==> src/core/frame_timer_pkg.sv <==
// Package of offsets, field layouts and reset values for the frame timer.
`default_nettype none
package frame_timer_pkg;
   localparam logic [7:0]  INTERVAL_OFFSET = 8'h34;
   localparam logic [7:0]  REMAINING_OFFSET = 8'h38;
   localparam int          TOGGLE_BIT = 31;
   localparam int          BUDGET_MSB = 30;
   localparam int          BUDGET_LSB = 16;
   localparam int          COUNT_MSB = 13;
   localparam logic [13:0] PERIOD_RESET = 14'h2edf; // 11,999 bit times.
   localparam logic [14:0] BUDGET_RESET = 15'h0000;
   localparam logic [13:0] COUNT_ZERO = 14'h0000;
   localparam logic [13:0] COUNT_ONE = 14'h0001;
   localparam logic [31:0] READ_ZERO = 32'h0000_0000;

   typedef enum logic [0:0] {
      ST_IDLE = 1'b0,
      ST_RUN  = 1'b1
   } run_state_type;
endpackage : frame_timer_pkg
`default_nettype wire

==> src/core/usb_host_frame_interval_timer.sv <==
// Frame interval register and frame remaining down counter of a USB host.
`default_nettype none
module usb_host_frame_interval_timer
   import frame_timer_pkg::*;
(
   input  wire logic        ref_clk_in,
   input  wire logic        rst_n_in,
   input  wire logic        bit_tick_in,
   input  wire logic        running_state_in,
   input  wire logic        reg_wr_in,
   input  wire logic        reg_rd_in,
   input  wire logic [7:0]  reg_addr_in,
   input  wire logic [31:0] reg_wdata_in,
   output logic [31:0]      reg_rdata_out,
   output logic             frame_start_out,
   output logic [14:0]      packet_budget_count_out
);

   ////////////////////////////////////////////////////////////////////////
   // Storage.
   logic [13:0]   frame_period_bits;
   logic [14:0]   fs_packet_bit_budget;
   logic          period_update_toggle;
   logic [13:0]   bits_left_count;
   logic          period_toggle_copy;
   logic          run_d1;
   logic          run_d2;
   run_state_type state;
   logic          enter_run;
   logic          reload;

   // Address match shared by write and read decode.
   // The full byte is compared, so no other offset aliases a register.
   function automatic logic hit(input logic [7:0] a, input logic [7:0] o);
      hit = (a == o);
   endfunction : hit

   // The running-state level may come from another clock, so sync it.
   // Only the second flop is read, so a metastable first stage never leaks.
   always_ff @(posedge ref_clk_in or negedge rst_n_in) begin
      if (!rst_n_in) begin
         run_d1 <= 1'b0;
         run_d2 <= 1'b0;
      end else begin
         run_d1 <= running_state_in;
         run_d2 <= run_d1;
      end
   end

   // Tracks whether the controller runs, to find the entry edge.
   always_ff @(posedge ref_clk_in or negedge rst_n_in) begin
      if (!rst_n_in) begin
         state <= ST_IDLE;
      end else begin
         case (state)
            ST_IDLE: state <= run_d2 ? ST_RUN : ST_IDLE;
            ST_RUN:  state <= run_d2 ? ST_RUN : ST_IDLE;
            default: state <= ST_IDLE;
         endcase
      end
   end

   // Entry is the first cycle that sees the synchronised level high.
   assign enter_run = (state == ST_IDLE) && run_d2;
   // Counter at zero reloads on the next bit time while running.
   assign reload = (state == ST_RUN) && bit_tick_in
                   && (bits_left_count == COUNT_ZERO);

   ////////////////////////////////////////////////////////////////////////
   // Interval register; reserved bits are dropped on write.
   // The budget is kept as written; hardware never works it out itself.
   always_ff @(posedge ref_clk_in or negedge rst_n_in) begin
      if (!rst_n_in) begin
         frame_period_bits    <= PERIOD_RESET;
         fs_packet_bit_budget <= BUDGET_RESET;
         period_update_toggle <= 1'b0;
      end else if (reg_wr_in && hit(reg_addr_in, INTERVAL_OFFSET)) begin
         period_update_toggle <= reg_wdata_in[TOGGLE_BIT];
         fs_packet_bit_budget <= reg_wdata_in[BUDGET_MSB:BUDGET_LSB];
         frame_period_bits    <= reg_wdata_in[COUNT_MSB:0];
      end
   end

   // Remaining counter. A period write is only read at entry or reload, so
   // it never cuts short or stretches the running frame; a remaining preset can.
   // Entry outranks a preset in its cycle, so the first frame always starts from a full period.
   always_ff @(posedge ref_clk_in or negedge rst_n_in) begin
      if (!rst_n_in) begin
         bits_left_count    <= COUNT_ZERO;
         period_toggle_copy <= 1'b0;
      end else if (enter_run) begin
         bits_left_count <= frame_period_bits;
      end else if (reload) begin
         bits_left_count    <= frame_period_bits;
         period_toggle_copy <= period_update_toggle;
      end else if (state == ST_RUN && bit_tick_in) begin
         bits_left_count <= bits_left_count - COUNT_ONE;
      end else if (reg_wr_in && hit(reg_addr_in, REMAINING_OFFSET)) begin
         // A software preset lands unless entry, reload or a running tick takes the cycle; an idle tick does not block it.
         bits_left_count    <= reg_wdata_in[COUNT_MSB:0];
         period_toggle_copy <= reg_wdata_in[TOGGLE_BIT];
      end
   end

   // Frame start pulse and per-frame packet budget load.
   always_ff @(posedge ref_clk_in or negedge rst_n_in) begin
      if (!rst_n_in) begin
         frame_start_out         <= 1'b0;
         packet_budget_count_out <= BUDGET_RESET;
      end else begin
         frame_start_out <= reload;
         if (reload) begin
            packet_budget_count_out <= fs_packet_bit_budget;
         end
      end
   end

   // Registered read data; unmapped offsets read zero.
   // Reserved bits read as zero whatever software wrote there.
   always_ff @(posedge ref_clk_in or negedge rst_n_in) begin
      if (!rst_n_in) begin
         reg_rdata_out <= READ_ZERO;
      end else if (reg_rd_in && hit(reg_addr_in, INTERVAL_OFFSET)) begin
         reg_rdata_out <= {period_update_toggle, fs_packet_bit_budget,
                           2'h0, frame_period_bits};
      end else if (reg_rd_in && hit(reg_addr_in, REMAINING_OFFSET)) begin
         reg_rdata_out <= {period_toggle_copy, 17'h00000, bits_left_count};
      end else begin
         reg_rdata_out <= READ_ZERO;
      end
   end

   ////////////////////////////////////////////////////////////////////////
   // Checks.
   // All checks but the reset value one are off while reset is low.
   reload_value_a: assert property (@(posedge ref_clk_in)
      disable iff (!rst_n_in) reload && !enter_run
      |=> bits_left_count == $past(frame_period_bits))
      else $error("Counter did not reload the period at zero.");
   count_down_a: assert property (@(posedge ref_clk_in)
      disable iff (!rst_n_in)
      state == ST_RUN && bit_tick_in && bits_left_count != COUNT_ZERO
      && !enter_run |=> bits_left_count == $past(bits_left_count) - 14'h1)
      else $error("Counter did not step down by one.");
   toggle_copy_a: assert property (@(posedge ref_clk_in)
      disable iff (!rst_n_in)
      reload |=> period_toggle_copy == $past(period_update_toggle))
      else $error("Toggle not copied at zero.");
   enter_load_a: assert property (@(posedge ref_clk_in)
      disable iff (!rst_n_in)
      enter_run |=> bits_left_count == $past(frame_period_bits))
      else $error("Entry did not load the period.");
   budget_load_a: assert property (@(posedge ref_clk_in)
      disable iff (!rst_n_in)
      reload |=> frame_start_out
      && packet_budget_count_out == $past(fs_packet_bit_budget))
      else $error("Budget not loaded at frame start.");
   period_hold_a: assert property (@(posedge ref_clk_in)
      disable iff (!rst_n_in)
      reg_wr_in && hit(reg_addr_in, INTERVAL_OFFSET) && !reload
      && !enter_run && state == ST_RUN && !bit_tick_in
      |=> $stable(bits_left_count))
      else $error("Period write disturbed the running count.");
   field_map_a: assert property (@(posedge ref_clk_in)
      disable iff (!rst_n_in)
      reg_wr_in && hit(reg_addr_in, INTERVAL_OFFSET)
      |=> frame_period_bits == $past(reg_wdata_in[13:0])
      && fs_packet_bit_budget == $past(reg_wdata_in[30:16]))
      else $error("Interval fields mapped wrongly.");
   reset_period_a: assert property (@(posedge ref_clk_in)
      $rose(rst_n_in) |-> frame_period_bits == 14'h2edf)
      else $error("Period not nominal after reset.");
   // Ticks while idle must leave the count alone; only entry or a
   // software write to the remaining register may change it there.
   idle_hold_a: assert property (@(posedge ref_clk_in)
      disable iff (!rst_n_in)
      state == ST_IDLE && !enter_run
      && !(reg_wr_in && hit(reg_addr_in, REMAINING_OFFSET))
      |=> $stable(bits_left_count))
      else $error("Count moved while the controller was idle.");
   // The remaining toggle only follows the update toggle at a reload.
   toggle_hold_a: assert property (@(posedge ref_clk_in)
      disable iff (!rst_n_in)
      !reload && !(reg_wr_in && hit(reg_addr_in, REMAINING_OFFSET))
      |=> $stable(period_toggle_copy))
      else $error("Remaining toggle changed outside a reload.");
   // Reserved bits of the remaining register always read as zero.
   spare_zero_a: assert property (@(posedge ref_clk_in)
      disable iff (!rst_n_in)
      reg_rd_in && hit(reg_addr_in, REMAINING_OFFSET)
      |=> reg_rdata_out[30:14] == 17'h00000)
      else $error("Reserved remaining bits read as nonzero.");
   // Read data falls back to zero once the read strobe drops.
   read_idle_a: assert property (@(posedge ref_clk_in)
      disable iff (!rst_n_in)
      !reg_rd_in |=> reg_rdata_out == READ_ZERO)
      else $error("Read data stood without a read strobe.");

   // Scenarios the bench is expected to reach.
   frame_seen_c: cover property (@(posedge ref_clk_in) reload);
   enter_seen_c: cover property (@(posedge ref_clk_in) enter_run);
   toggle_seen_c: cover property (@(posedge ref_clk_in)
      reload && period_update_toggle != period_toggle_copy);
   mid_write_c: cover property (@(posedge ref_clk_in)
      reg_wr_in && hit(reg_addr_in, INTERVAL_OFFSET) && state == ST_RUN);

endmodule : usb_host_frame_interval_timer
`default_nettype wire

==> config.mk <==
export PLATFORM = sky130hd
export DESIGN_NAME = usb_host_frame_interval_timer
export DESIGN_NICKNAME = d
export VERILOG_FILES = /design/src/core/frame_timer_pkg.sv /design/src/core/usb_host_frame_interval_timer.sv
export SDC_FILE = /design/constraint.sdc
export NUM_CORES = 1
export LEC_CHECK = 0
export BUFFER_PORTS_ARGS = -buffer_cell sky130_fd_sc_hd__buf_2
export CAP_MARGIN = 15
export CORE_UTILIZATION = 48
export DETAILED_ROUTE_END_ITERATION = 16
export PLACE_DENSITY = 0.83
export SYNTH_ARGS = -nofsm -noshare
export SYNTH_HDL_FRONTEND = slang
export SYNTH_SLANG_ARGS = --single-unit
export TNS_END_PERCENT = 10
==> constraint.sdc <==
create_clock -name ref_clk_in -period 2.36 [get_ports ref_clk_in]
set_input_delay 0.236 -clock ref_clk_in [delete_from_list [all_inputs] [get_ports ref_clk_in]]
set_output_delay 0.236 -clock ref_clk_in [all_outputs]
set_load 0.05 [all_outputs]
==> results.md <==
- Area of the multi-input gates: 1570 sq um
- Peak Freq: 442 MHz
- Asr flop ratio synth: 100%
- WHS Path Cells: 2
- DR iter-0 viols: 197
- DIE AREA: 8810 sq um
- PD cells: 654 nW/um^2
- Worst Setup End Kind: register
- Initial antenna violation count: 0
- Final setup TNS: 0 ns
- All-Layer GR Usage: 21.9%
- Hpwl dp: 6290 um
- Post-Synthesis Cells: about 320
- Global-route wire length before repair: 14600 um
- Via-to-Cell Ratio: 5.61
- GRT overflow: 0
- P&R area growth vs syn: 21.0%
- Post-synthesis sequential area ratio: 58.4%
- Worst-path clk slew: 0.10 ns
- Routed WL: between 9000 and 10000 um
- Residual DRC count: 0
- Layout cells sized above 1: 44.3%
- FP Rows: 33
- Root Buffer: clkbuf_8
- Initial core utilization: 49.6%
- Critical path arrival: 2.52 ns
- Max incr delay on CP: 0.66 ns
- Ports: 94
- Flops & latches, synth: between 90 and 100
- Netlist cell types: 44
- Number of global-route vias before repair: 2980
- Fillcell total: 666
- Post-Syn Area: 4050 sq um
- CTS max path bufs: 2
- Final setup viols: 0
- Tcrit/Tclk final: a little over nine tenths
- Worst clock skew: 0.00950 ns
- Worst VDD drop: 0.342 mV
- Final min period: 2.26 ns
- ANT nets after route: 0
- Final GP Congestion: 0.887
- Die Width: 93.9 um
- CP Max Fanout: 12
- Cell Chain, Critical Path: or4_4 > or4_4 > buf_12 > mux2_4
- Antenna cells: 0
- Outcome: completed
- Max_cap viols: 0
- H-tree levels: 3
- Register Area: 2370 sq um
- Cts bufs inserted: 9
- RSZ-0062 raised after global routing: false
- Syn avg cell area: ~13 sq um
- Slew headroom: 57.9%
- Slowest CP cell: or4_4
- Die H: 93.9 um
- Crit start category: register
- Leak pwr: around 2.6 nW
- Core area: 8180 sq um
- Clk Latency, worst-skew pair: 0.37 ns
- CTS tree: yes
- Hold Crit Class: input port to register
- CTS Sinks: 94
- Final net count: between 400 and 500
- Post-synth EDFFs: 0
- Crit path kind: register to register
- Placed insts: just over 500
- Port-buffer cells: 89
- Final Non-Filler Cells: 532
- Most numerous cell on the critical path: or4_4
- Worst slew pin tran: 0.631 ns
- Worst path required time: 2.61 ns
- Pin count of the biggest net entering global routing: 50
- Routed len/inst: ~17 um
- Dominant synthesized flop cell: dfrtp_1
- Yosys warns: 0
- Final Hold Viols: 0
- Vias: approximately 3000
- Slew Limit Fails: 0
- Reg2Reg Depth: 4
- Pre-antenna DRT Iters: 5
-- per-layer routing --
metal  global-route usage (%)  vias up  share of wire (%)
li1                         -     1364                  -
met1                     27.9     1486                 41
met2                     36.0      116                 51
met3                     4.45       17                6.3
met4                     9.74        0                1.7
met5                        0        -                  0
-- worst max-delay path, delay by kind of cell, from the launching register on --
family / cells / cell delay, ns
buffers and inverters: 1 / 0.20
DFF: 1 / 0.39
muxes: 1 / 0.30
and+or+nand+nor: 2 / 1.25
-- cell usage after synthesis (all sizes together), types with 3 or more instances --
cell	count	share of area, %
and2	5	0.77
mux2	45	13
nor2	16	1.5
a31oi	12	1.9
a21oi	5	0.62
dfstp	11	7.1
clkbuf	16	1.5
xor2	4	0.86
and3	15	2.3
nand2b	3	0.46
a22o	15	3.2
nor4	4	0.62
dfrtp	83	51
a22oi	3	0.56
inv	4	0.37
or4	6	1.3
or3	4	0.62
o31ai	4	0.74
buf	7	1.8
nand2	22	2.2
o21ai	14	1.7
-- registers in the layout (all words and copies together) (netlist names) --
| signal | flops |
|---|---|
| reg_rdata_out | 30 |
| run_d1 | 1 |
| run_d2 | 1 |
| bits_left_count | 14 |
| fs_packet_bit_budget | 15 |
| frame_start_out | 1 |
| packet_budget_count_out | 15 |
| period_toggle_copy | 1 |
| state | 1 |
| period_update_toggle | 1 |
| frame_period_bits | 14 |
-- through the flow --
step	utilization, %	cell area [sq um]	total power [mW]	setup slack (ns)	hold WS (ns)
2_1_floorplan	-	4060	1.97	0.0170	-0.0596
3_3_place_gp	56.8	4640	2.09	0.140	0.267
3_5_place_dp	56.8	4640	2.12	0.0479	0.279
4_1_cts	59.6	4870	3.21	0.0154	0.0832
5_1_grt	60.0	4900	3.34	0.0399	0.0896
6_report	60.0	4900	3.21	0.0968	0.0897
-- cell families (layout without fill, tap and decap cells) --
logic type	after synthesis	in the layout	synth area share [%]
flops	94	94	58.4
simple gates	86	86	11.8
compound gates	62	62	10.5
mux	47	47	13.9
buf+inv	27	129	3.61
xor+xnor	5	5	1.08
fa+ha+maj	2	2	0.618
other cells	1	2	0.0926
-- path summary, 6_finish.rpt --
path	from	end	slack [ns]
min in group asynchronous	rst_n_in	packet_budget_count_out[13]	0.41
max reg2reg	bits_left_count[5]	packet_budget_count_out[5]	0.1
min reg2reg	run_d1	run_d2	0.36
min	reg_wdata_in[21]	fs_packet_bit_budget[5]	0.09
max	bits_left_count[5]	packet_budget_count_out[5]	0.1
max in group asynchronous	rst_n_in	frame_period_bits[10]	1.16
-- report_power, final --
| part | internal (mW) | switching [mW] |
|---|---|---|
| Clock | 0.506 | 0.593 |
| Combinational | 0.158 | 0.204 |
| Sequential | 1.68 | 0.0641 |
-- layout make-up --
class | instances | area share, %
well taps | 105 | 2.68
multi-input cells | 204 | 32.0
clock buffers | 9 | 2.53
repair buffers | 109 | 12.6
inverters | 4 | 0.306
flip-flops and latches | 94 | 48.3
clock inverters | 7 | 1.63
-- cells in the final DEF, fill, tap and decap left out, types with 3 or more instances in the layout --
cell,n
buf_2,88
dfrtp_1,83
mux2_2,35
nand2_1,21
buf_4,18
nor2_1,16
and3_1,15
a22o_1,15
o21ai_0,14
a31oi_1,12
dfstp_2,11
mux2_4,10
clkbuf_8,9
and2_1,5
a21oi_1,5
or3_1,4
nor4_1,4
xor2_1,4
o31ai_1,4
or4_4,3
or4_1,3
nand2b_1,3
a22oi_1,3
inv_6,3
-- what timing repair did --
action                                 CTS  global route
hold buffers                             2             0
pin swaps                                0             4
setup endpoints to repair                1             1
endpoints found under the hold margin   48             0
buffers inserted                         0             1
resized for setup                        2             6
(Power assumes the default switching activity.)
